[src/include/amp_prot_pkg.sv]
package amp_prot_pkg;

   localparam int NUM_STAGES = 4;
   localparam int NUM_SENSE  = 3;

   // Output configuration modes, strap code {hi, lo}
   typedef enum logic [1:0] {
      MODE_FB2      = 2'b00,
      MODE_FB2_LINE = 2'b01,
      MODE_HB2_SUB  = 2'b10,
      MODE_HB4      = 2'b11
   } out_mode_t;

   typedef enum logic [1:0] {
      ST_RESET = 2'b00,
      ST_INIT  = 2'b01,
      ST_RUN   = 2'b10,
      ST_UVLO  = 2'b11
   } run_state_t;

   // Overcurrent detector samples for one stage
   typedef struct packed {
      logic oc_low;
      logic oc_high;
   } oc_sense_t;

   // Persistence (hysteresis) filter length in cycles for overcurrent detectors
   localparam int OC_FILTER_NS     = 100;
   localparam int CLK_PERIOD_NS    = 20;
   localparam int OC_FILTER_CYCLES = (OC_FILTER_NS + CLK_PERIOD_NS - 1) / CLK_PERIOD_NS;

   // Gain reduction step timing
   localparam int AGC_HOLD_US      = 1000;
   localparam int AGC_HOLD_CYCLES  = AGC_HOLD_US * 1000 / CLK_PERIOD_NS;
   localparam int AGC_PEAKS_TO_STEP = 4;
   localparam logic [3:0] AGC_MAX_STEP     = 4'hF;
   localparam logic [3:0] AGC_THERMAL_STEP = 4'h4;

endpackage : amp_prot_pkg

[src/logic/oc_detector.sv]
`timescale 1ns/1ns
// One stage: filtered low/high overcurrent with latched high-threshold shutdown
module oc_detector #(
   parameter int FILTER_CYCLES = amp_prot_pkg::OC_FILTER_CYCLES
) (
   input  wire logic                    clk_sys_i,
   input  wire logic                    sys_rst_i,
   input  wire amp_prot_pkg::oc_sense_t sense_i,
   input  wire logic                    pwm_on_i,
   output logic                         fault_low_o,
   output logic                         shutdown_o
);
   localparam int CW = $clog2(FILTER_CYCLES + 1);

   logic [CW-1:0] low_cnt_reg;
   logic [CW-1:0] high_cnt_reg;
   logic          low_act_reg;
   logic          latch_reg;

   // Detection must persist; switching spikes shorter than the filter are ignored
   always_ff @(posedge clk_sys_i) begin
      if (sys_rst_i || !sense_i.oc_low) begin
         low_cnt_reg <= '0;
         low_act_reg <= 1'b0;
      end else if (low_cnt_reg == CW'(FILTER_CYCLES)) begin
         low_act_reg <= 1'b1;
      end else begin
         low_cnt_reg <= low_cnt_reg + 1'b1;
      end
   end

   always_ff @(posedge clk_sys_i) begin
      if (sys_rst_i || !sense_i.oc_high) begin
         high_cnt_reg <= '0;
      end else if (high_cnt_reg != CW'(FILTER_CYCLES)) begin
         high_cnt_reg <= high_cnt_reg + 1'b1;
      end
   end

   // Latch holds until PWM drive is removed; a new detection wins over the clear
   always_ff @(posedge clk_sys_i) begin
      if (sys_rst_i) begin
         latch_reg <= 1'b0;
      end else if (high_cnt_reg == CW'(FILTER_CYCLES)) begin
         latch_reg <= 1'b1;
      end else if (!pwm_on_i) begin
         latch_reg <= 1'b0;
      end
   end

   assign fault_low_o = low_act_reg;
   assign shutdown_o  = latch_reg;

endmodule : oc_detector

[src/logic/gain_reducer.sv]
`timescale 1ns/1ns
// Stepped gain reduction driven by peak events and thermal warning
module gain_reducer #(
   parameter int HOLD_CYCLES   = amp_prot_pkg::AGC_HOLD_CYCLES,
   parameter int PEAKS_TO_STEP = amp_prot_pkg::AGC_PEAKS_TO_STEP
) (
   input  wire logic       clk_sys_i,
   input  wire logic       sys_rst_i,
   input  wire logic       peak_i,
   input  wire logic       thermal_warn_i,
   output logic [3:0]      step_o
);
   localparam int HW = $clog2(HOLD_CYCLES + 1);
   localparam int PW = $clog2(PEAKS_TO_STEP + 1);

   logic [HW-1:0] hold_reg;
   logic [PW-1:0] peaks_reg;
   logic [3:0]    step_reg;
   logic          peak_d_reg;
   logic          peak_rise;

   assign peak_rise = peak_i && !peak_d_reg;

   always_ff @(posedge clk_sys_i) begin
      if (sys_rst_i) peak_d_reg <= 1'b0;
      else peak_d_reg <= peak_i;
   end

   // Peaks counted inside a quiet window; the window restarts on each peak
   always_ff @(posedge clk_sys_i) begin
      if (sys_rst_i) begin
         peaks_reg <= '0;
      end else if (peak_rise) begin
         peaks_reg <= (peaks_reg == PW'(PEAKS_TO_STEP - 1)) ? '0 : peaks_reg + 1'b1;
      end else if (hold_reg == HW'(HOLD_CYCLES)) begin
         peaks_reg <= '0;
      end
   end

   always_ff @(posedge clk_sys_i) begin
      if (sys_rst_i || peak_rise) hold_reg <= '0;
      else if (hold_reg != HW'(HOLD_CYCLES)) hold_reg <= hold_reg + 1'b1;
   end

   // Attack one step per burst of peaks, release one step per quiet window
   always_ff @(posedge clk_sys_i) begin
      if (sys_rst_i) begin
         step_reg <= 4'h0;
      end else if (peak_rise && peaks_reg == PW'(PEAKS_TO_STEP - 1) && step_reg != amp_prot_pkg::AGC_MAX_STEP) begin
         step_reg <= step_reg + 4'h1;
      end else if (thermal_warn_i && step_reg < amp_prot_pkg::AGC_THERMAL_STEP) begin
         step_reg <= step_reg + 4'h1;
      end else if (hold_reg == HW'(HOLD_CYCLES - 1) && step_reg != 4'h0
                   && !(thermal_warn_i && step_reg == amp_prot_pkg::AGC_THERMAL_STEP)) begin
         step_reg <= step_reg - 4'h1;
      end
   end

   assign step_o = step_reg;

endmodule : gain_reducer

[src/logic/amp_fault_protection_reporting.sv]
`timescale 1ns/1ns
// Operation
// - Fault flags feed sense inputs per mode; four-half-bridge maps flag 3 onto sense 2.
// - Shared fault pin is active low, reports errors only once running.
// - During reset the shared pin is an input strapping the configuration mode.
// - Shared pin driven low while the device masters I2C during initialisation.
// - Shared pin signals the controller when a channel shuts down on high overcurrent or over-temperature while running.
// - Each stage has low and high overcurrent detectors asserting its own flag.
// - Low-threshold overcurrent asserts the flag only while it persists, unlatched.
// - High-threshold overcurrent floats the stage, latched until its PWM is turned off.
// - Overcurrent detectors filter PWM switching transients.
// - Low thermal threshold raises a warning and starts thermal management, outputs stay on.
// - High thermal threshold latches shutdown of all stages and drives all flags low.
// - Undervoltage and brownout hold the device idle until all supplies are good.
// - Supply dropping in operation shuts outputs and asserts all four flags.
// - Outputs are disabled on short, over-temperature or undervoltage events.
// - Protection response on sense inputs depends on the configured output mode.
// - Repeated peak detections step PWM gain down, tracking event timing.
// - Low thermal threshold alone makes gain reduction attenuate outputs.
module amp_fault_protection_reporting #(
   parameter int NUM_STAGES = amp_prot_pkg::NUM_STAGES,
   parameter int HOLD_CYCLES = amp_prot_pkg::AGC_HOLD_CYCLES
) (
   input  wire logic                                 clk_sys_i,
   input  wire logic                                 sys_rst_i,
   input  wire amp_prot_pkg::oc_sense_t [3:0]        oc_sense_i,
   input  wire logic [3:0]                           pwm_on_i,
   input  wire logic                                 temp_warn_i,
   input  wire logic                                 temp_crit_i,
   input  wire logic                                 supplies_ok_i,
   input  wire logic                                 init_done_i,
   input  wire logic                                 i2c_master_busy_i,
   input  wire logic                                 output_cfg_strap_lo_i,
   input  wire logic                                 output_cfg_strap_hi_i,
   input  wire logic                                 sync_cfg_strap_i,
   input  wire logic                                 shared_fault_cfg_pin_i,
   output logic                                      shared_fault_cfg_pin_o,
   output logic                                      shared_fault_cfg_pin_oe_n_o,
   output logic [3:0]                                fault_flag_n_o,
   output logic [2:0]                                sense_n_o,
   output logic [3:0]                                stage_enable_o,
   output logic [3:0]                                stage_float_o,
   output logic                                      thermal_warn_o,
   output logic [3:0]                                auto_gain_reduction_o,
   output amp_prot_pkg::out_mode_t                   out_mode_o,
   output logic                                      strap_mismatch_o
);

   amp_prot_pkg::run_state_t state_reg;
   amp_prot_pkg::run_state_t state_next;
   amp_prot_pkg::out_mode_t  mode_reg;
   logic [3:0]               low_fault;
   logic [3:0]               hi_shut;
   logic                     therm_latch_reg;
   logic [3:0]               flag_n_next;
   logic [2:0]               sense_n_next;
   logic                     any_fault;
   logic                     peak_any;
   logic [3:0]               agc_step;

   // Sense level of a flag group: any low flag faults the group
   function automatic logic group_n(input logic [3:0] flags_n, input logic [3:0] members);
      group_n = &(flags_n | ~members);
   endfunction : group_n

   for (genvar g = 0; g < 4; g++) begin : g_stage
      oc_detector u_oc (
         .clk_sys_i   (clk_sys_i),
         .sys_rst_i   (sys_rst_i),
         .sense_i     (oc_sense_i[g]),
         .pwm_on_i    (pwm_on_i[g]),
         .fault_low_o (low_fault[g]),
         .shutdown_o  (hi_shut[g])
      );
   end

   gain_reducer #(
      .HOLD_CYCLES (HOLD_CYCLES)
   ) u_agc (
      .clk_sys_i      (clk_sys_i),
      .sys_rst_i      (sys_rst_i),
      .peak_i         (peak_any),
      .thermal_warn_i (temp_warn_i && state_reg == amp_prot_pkg::ST_RUN),
      .step_o         (agc_step)
   );

   // Any routed sense input going low counts as one peak event
   assign peak_any = ~&sense_n_o;

   // Straps are resampled on every reset cycle while the shared pin is released
   always_ff @(posedge clk_sys_i) begin
      if (sys_rst_i) begin
         mode_reg <= amp_prot_pkg::out_mode_t'({output_cfg_strap_hi_i, output_cfg_strap_lo_i});
      end
   end

   // Only reports a bad board; the mode still follows the first strap pair
   always_ff @(posedge clk_sys_i) begin
      if (sys_rst_i) begin
         strap_mismatch_o <= (output_cfg_strap_hi_i != sync_cfg_strap_i)
                             || (output_cfg_strap_lo_i != shared_fault_cfg_pin_i);
      end
   end

   assign out_mode_o = mode_reg;

   always_comb begin
      state_next = state_reg;
      case (state_reg)
         amp_prot_pkg::ST_RESET: state_next = amp_prot_pkg::ST_UVLO;
         amp_prot_pkg::ST_UVLO:  if (supplies_ok_i) state_next = amp_prot_pkg::ST_INIT;
         amp_prot_pkg::ST_INIT:  if (!supplies_ok_i) state_next = amp_prot_pkg::ST_UVLO;
                                 else if (init_done_i) state_next = amp_prot_pkg::ST_RUN;
         amp_prot_pkg::ST_RUN:   if (!supplies_ok_i) state_next = amp_prot_pkg::ST_UVLO;
         default:                state_next = amp_prot_pkg::ST_RESET;
      endcase
   end

   always_ff @(posedge clk_sys_i) begin
      if (sys_rst_i) state_reg <= amp_prot_pkg::ST_RESET;
      else state_reg <= state_next;
   end

   // Thermal shutdown holds until reset; cooling alone must not restart the stages
   always_ff @(posedge clk_sys_i) begin
      if (sys_rst_i) therm_latch_reg <= 1'b0;
      else if (temp_crit_i) therm_latch_reg <= 1'b1;
   end

   always_comb begin
      flag_n_next = ~(low_fault | hi_shut);
      if (therm_latch_reg || temp_crit_i) flag_n_next = 4'h0;
      if (state_reg == amp_prot_pkg::ST_RUN && !supplies_ok_i) flag_n_next = 4'h0;
      if (state_reg == amp_prot_pkg::ST_UVLO) flag_n_next = 4'h0;
   end

   // Routing per mode; unused sense inputs stay high
   always_comb begin
      sense_n_next = 3'h7;
      case (mode_reg)
         amp_prot_pkg::MODE_FB2,
         amp_prot_pkg::MODE_FB2_LINE: begin
            sense_n_next[0] = group_n(flag_n_next, 4'h3);
            sense_n_next[1] = group_n(flag_n_next, 4'hC);
         end
         amp_prot_pkg::MODE_HB2_SUB: begin
            sense_n_next[0] = group_n(flag_n_next, 4'h1);
            sense_n_next[1] = group_n(flag_n_next, 4'h2);
            sense_n_next[2] = group_n(flag_n_next, 4'hC);
         end
         amp_prot_pkg::MODE_HB4: begin
            sense_n_next[0] = group_n(flag_n_next, 4'h1);
            sense_n_next[1] = group_n(flag_n_next, 4'h2);
            sense_n_next[2] = group_n(flag_n_next, 4'hC);
         end
         default: sense_n_next = 3'h7;
      endcase
   end

   always_ff @(posedge clk_sys_i) begin
      if (sys_rst_i) begin
         fault_flag_n_o <= 4'hF;
      end else begin
         fault_flag_n_o <= flag_n_next;
      end
   end

   // Registered from the same next value as the flags, so both change on one edge
   always_ff @(posedge clk_sys_i) begin
      if (sys_rst_i) begin
         sense_n_o <= 3'h7;
      end else begin
         sense_n_o <= sense_n_next;
      end
   end

   // Stage gating: run state only, no thermal latch, no own high-threshold fault
   always_ff @(posedge clk_sys_i) begin
      if (sys_rst_i) begin
         stage_enable_o <= 4'h0;
      end else begin
         for (int i = 0; i < 4; i++) begin
            stage_enable_o[i] <= (state_next == amp_prot_pkg::ST_RUN) && !therm_latch_reg
                                 && !temp_crit_i && !hi_shut[i];
         end
      end
   end

   always_ff @(posedge clk_sys_i) begin
      if (sys_rst_i) begin
         stage_float_o <= 4'hF;
      end else begin
         for (int i = 0; i < 4; i++) begin
            stage_float_o[i] <= hi_shut[i] || therm_latch_reg || temp_crit_i
                                || state_next != amp_prot_pkg::ST_RUN;
         end
      end
   end

   always_ff @(posedge clk_sys_i) begin
      if (sys_rst_i) begin
         thermal_warn_o <= 1'b0;
      end else begin
         thermal_warn_o <= temp_warn_i;
      end
   end

   always_ff @(posedge clk_sys_i) begin
      if (sys_rst_i) begin
         auto_gain_reduction_o <= 4'h0;
      end else begin
         auto_gain_reduction_o <= agc_step;
      end
   end

   assign any_fault = (|hi_shut) || therm_latch_reg || temp_crit_i;

   // Pin: released in reset, busy flag in init, channel shutdown flag when running
   always_ff @(posedge clk_sys_i) begin
      if (sys_rst_i) begin
         shared_fault_cfg_pin_o      <= 1'b1;
         shared_fault_cfg_pin_oe_n_o <= 1'b1;
      end else begin
         case (state_next)
            amp_prot_pkg::ST_RUN: begin
               shared_fault_cfg_pin_o      <= !any_fault;
               shared_fault_cfg_pin_oe_n_o <= 1'b0;
            end
            amp_prot_pkg::ST_INIT: begin
               shared_fault_cfg_pin_o      <= !i2c_master_busy_i;
               shared_fault_cfg_pin_oe_n_o <= 1'b0;
            end
            default: begin
               shared_fault_cfg_pin_o      <= 1'b1;
               shared_fault_cfg_pin_oe_n_o <= 1'b0;
            end
         endcase
      end
   end

endmodule : amp_fault_protection_reporting

[config.mk]
export PLATFORM = sky130hd
export DESIGN_NAME = amp_fault_protection_reporting
export DESIGN_NICKNAME = d
export VERILOG_FILES = /design/src/include/amp_prot_pkg.sv /design/src/logic/oc_detector.sv /design/src/logic/gain_reducer.sv /design/src/logic/amp_fault_protection_reporting.sv
export SDC_FILE = /design/constraint.sdc
export NUM_CORES = 1
export LEC_CHECK = 0
export BUFFER_PORTS_ARGS = -buffer_cell sky130_fd_sc_hd__buf_2
export CORE_MARGIN = 1.5
export CORE_UTILIZATION = 43
export DETAILED_ROUTE_END_ITERATION = 6
export GPL_ROUTABILITY_DRIVEN = 0
export PLACE_DENSITY = 0.69
export SLEW_MARGIN = 15
export SYNTH_ARGS = -nofsm -noshare
export SYNTH_HDL_FRONTEND = slang
export SYNTH_HIERARCHICAL = 1
export SYNTH_SLANG_ARGS = --single-unit
[constraint.sdc]
create_clock -name clk_sys_i -period 3.25 [get_ports clk_sys_i]
set_input_delay 0.65 -clock clk_sys_i [delete_from_list [all_inputs] [get_ports clk_sys_i]]
set_output_delay 0.65 -clock clk_sys_i [all_outputs]
set_load 0.01 [all_outputs]
==> impl_metrics.json <==
{
  "outcome": "finished, final reports clean",
  "r2r_setup_slack_ns": 1.35,
  "grt.total_usage_pct": 16.1,
  "dp_hpwl_um": 4760,
  "setup_viol": 0,
  "initial_utilization_pct": 44.9,
  "skew_ns": 0.0143,
  "cts_buffers": 9,
  "fmax_ghz": 0.527,
  "fillers": 746,
  "numPortBuffers": 47,
  "critPathLaunch": "u_agc/peaks_reg[0]",
  "fin_setup_tns_ns": 0,
  "drt_iter0_drc": 48,
  "crit_type": "register to register",
  "hold_violations": 0,
  "antenna_found_initial": 0,
  "reg2reg_from": "u_agc/peaks_reg[0]",
  "synth-async-reset-ratio_pct": 0,
  "antenna_cells": 0,
  "max_slew.worst_pin.slew_ns": 0.533,
  "largest_register_ffs": 16,
  "seq_area_frac_synth_pct": 46.0,
  "dp.cells": 518,
  "io_pins": 48,
  "cts_tree": "done",
  "crit_arrival_ns": 2.13,
  "startpoint_type": "register",
  "multiInputGateArea_um2": 1920,
  "maxSlewViolCount": 0,
  "crit_path_end_kind": "register",
  "peakVddDrop_mv": 0.316,
  "wl_per_cell_um": 12.5,
  "period_needed_ns": 1.90,
  "wirelength_um": 6660,
  "final_common_cell": "dfxtp_1",
  "core_um2": 8300,
  "p_sw_uw": 487,
  "p_clk_share_pct": 35.5,
  "crit_end": "u_agc/step_o[2]",
  "clk-insertion-delay-late_ns": 0.35,
  "clk_pin_slew_worst_paths_ns": 0.08,
  "syn_inst": 367,
  "grt_pass1_wl_um": 11400,
  "final_cell_mix": "dfxtp_1, nor2_1, buf_2",
  "grt_max_degree": 34,
  "required_ns": 3.48,
  "hold_path_depth": 2,
  "power_frac_comb_pct": 9.5,
  "area_delta_synth_final_pct": 15.0,
  "min_period_over_period_pct": 58.4,
  "layout.cells.non_filler": 534,
  "synthDistinctLibCells": 60,
  "cts_sinks": 84,
  "maxCapViolCount": 0,
  "syn_avg_cell_area_um2": 10.1,
  "drt_pass1_iterations": 4,
  "postCtsHoldBufs": 0,
  "via_per_inst": 5.17,
  "power_density_nw_per_um2": 468,
  "grt_pass1_vias": 2626,
  "ctsResizeCount": 0,
  "antenna_left": 0,
  "synth-seq-cells": 84,
  "p_leak_nw": 1.83,
  "die_h_um": 96.1,
  "syn-cell-area_um2": 3720,
  "synth_edf_count": 3,
  "grt_overflow": 0,
  "post_cts_buffers": 0,
  "dieArea_um2": 9230,
  "r2r_end": "u_agc/step_o[2]",
  "hold_class": "register to register",
  "regArea_um2": 1710,
  "drive_gt1_share_pct": 23.1,
  "dominantRegCellSynth": "dfxtp_1",
  "syn_nets": 413,
  "final_nets": 470,
  "yosysWarningCount": 6,
  "clockBufferDepth": 2,
  "rows": 33,
  "intPower_mw": 1.51,
  "rr_worst_depth": 6,
  "p_seq_share_pct": 54.9,
  "htree_levels": 3,
  "clockRootBuffer": "clkbuf_8",
  "via_count": 2761,
  "critPathMaxFanout": 4,
  "p_sw_share_pct": 24.3,
  "rsz0062_at_grt": "no",
  "max_slew_margin_pct": 64.4,
  "die_w_um": 96.1,
  "drc": 0
}
==> worst max-delay path: stages (launching register included) <==
cell and delay [ns]:
dfxtp_1 0.37, ha_1 0.20, nor4bb_4 0.27, a21boi_2 0.27, or2_4 0.16, mux2i_1 0.19, mux2_1 0.33
==> worst min path at each step <==
stage | from | end
after floorplan | g_stage[0].u_oc/shutdown_o | stage_enable_o[0]
after global placement | u_agc/peaks_reg[1] | u_agc/peaks_reg[1]
after detailed placement | u_agc/peaks_reg[1] | u_agc/peaks_reg[1]
after CTS | output_cfg_strap_hi_i | out_mode_o[1]
after global routing | output_cfg_strap_hi_i | out_mode_o[1]
final | u_agc/peaks_reg[1] | u_agc/peaks_reg[1]
==> cells by family after synthesis <==
kind of cell | count (synthesis) | synth area share [%]
simple gates | 150 | 25.5
xor+xnor | 15 | 3.53
compound gates | 68 | 13.8
mux | 4 | 1.14
fa+ha+maj | 23 | 7.73
buf+inv | 23 | 2.35
flops | 84 | 46.0
==> cells in the mapped netlist (2+ instances only) <==
| master | instances | area [um2] |
|---|---|---|
| a21boi_1 | 9 | 67.6 |
| a21o_1 | 9 | 67.6 |
| a21o_2 | 4 | 35.0 |
| a21oi_1 | 16 | 80.1 |
| a22oi_1 | 4 | 30.0 |
| a311oi_1 | 8 | 70.1 |
| a31oi_1 | 2 | 12.5 |
| and3_1 | 3 | 18.8 |
| and3b_1 | 8 | 70.1 |
| dfxtp_1 | 81 | 1620 |
| edfxtp_1 | 3 | 90.1 |
| ha_1 | 23 | 288 |
| inv_1 | 21 | 78.8 |
| mux2i_1 | 2 | 20.0 |
| nand2_1 | 14 | 52.6 |
| nand2b_1 | 4 | 25.0 |
| nand2b_4 | 8 | 110 |
| nand3_1 | 16 | 80.1 |
| nand3b_1 | 2 | 15.0 |
| nand4_1 | 7 | 43.8 |
| nor2_1 | 48 | 180 |
| nor2b_1 | 8 | 50.1 |
| nor3_2 | 8 | 80.1 |
| nor4_2 | 2 | 25.0 |
| o21a_1 | 2 | 15.0 |
| o21ai_0 | 4 | 20.0 |
| or2_1 | 3 | 18.8 |
| or3_1 | 3 | 18.8 |
| xnor2_1 | 5 | 43.8 |
| xor2_1 | 10 | 87.6 |
==> area by class of cell <==
cell class / instances / area share (%)
Multi-Input combinational cell: 260 / 45.0
Tap cell: 105 / 3.07
Timing Repair Buffer: 48 / 5.67
Inverter: 21 / 1.84
Clock inverter: 7 / 1.58
Sequential cell: 84 / 40.0
Clock buffer: 9 / 2.89
==> per-layer routing <==
| metal | vias up | wire length (um) | track usage [%] |
|---|---|---|---|
| met5 | - | 0 | 0 |
| met3 | 12 | 313 | 5.06 |
| met2 | 56 | 3200 | 27.2 |
| met4 | 0 | 114 | 7.35 |
| met1 | 1291 | 3030 | 18.6 |
| li1 | 1402 | - | - |
==> power groups by stage <==
stage	combinational, mW	sequential, mW	clock [mW]
after global routing	0.216	1.11	0.780
after floorplan	0.120	1.13	0
after global placement	0.185	1.12	0
after CTS	0.193	1.10	0.739
final	0.191	1.10	0.711
after detailed placement	0.191	1.12	0
==> stage by stage <==
stage          worst slack, ns  cell area, um2  power [mW]  hold slack, ns  utilization (%)
2_1_floorplan             1.37            3720        1.25           0.433                -
3_3_place_gp              1.20            4090        1.31           0.462             49.3
3_5_place_dp              1.13            4090        1.32           0.469             49.3
4_1_cts                   1.35            4280        2.03           0.474             51.6
5_1_grt                   1.23            4280        2.10           0.468             51.6
6_report                  1.35            4280        2.00           0.479             51.6
Note: power is estimated with default switching activity, not from simulation.
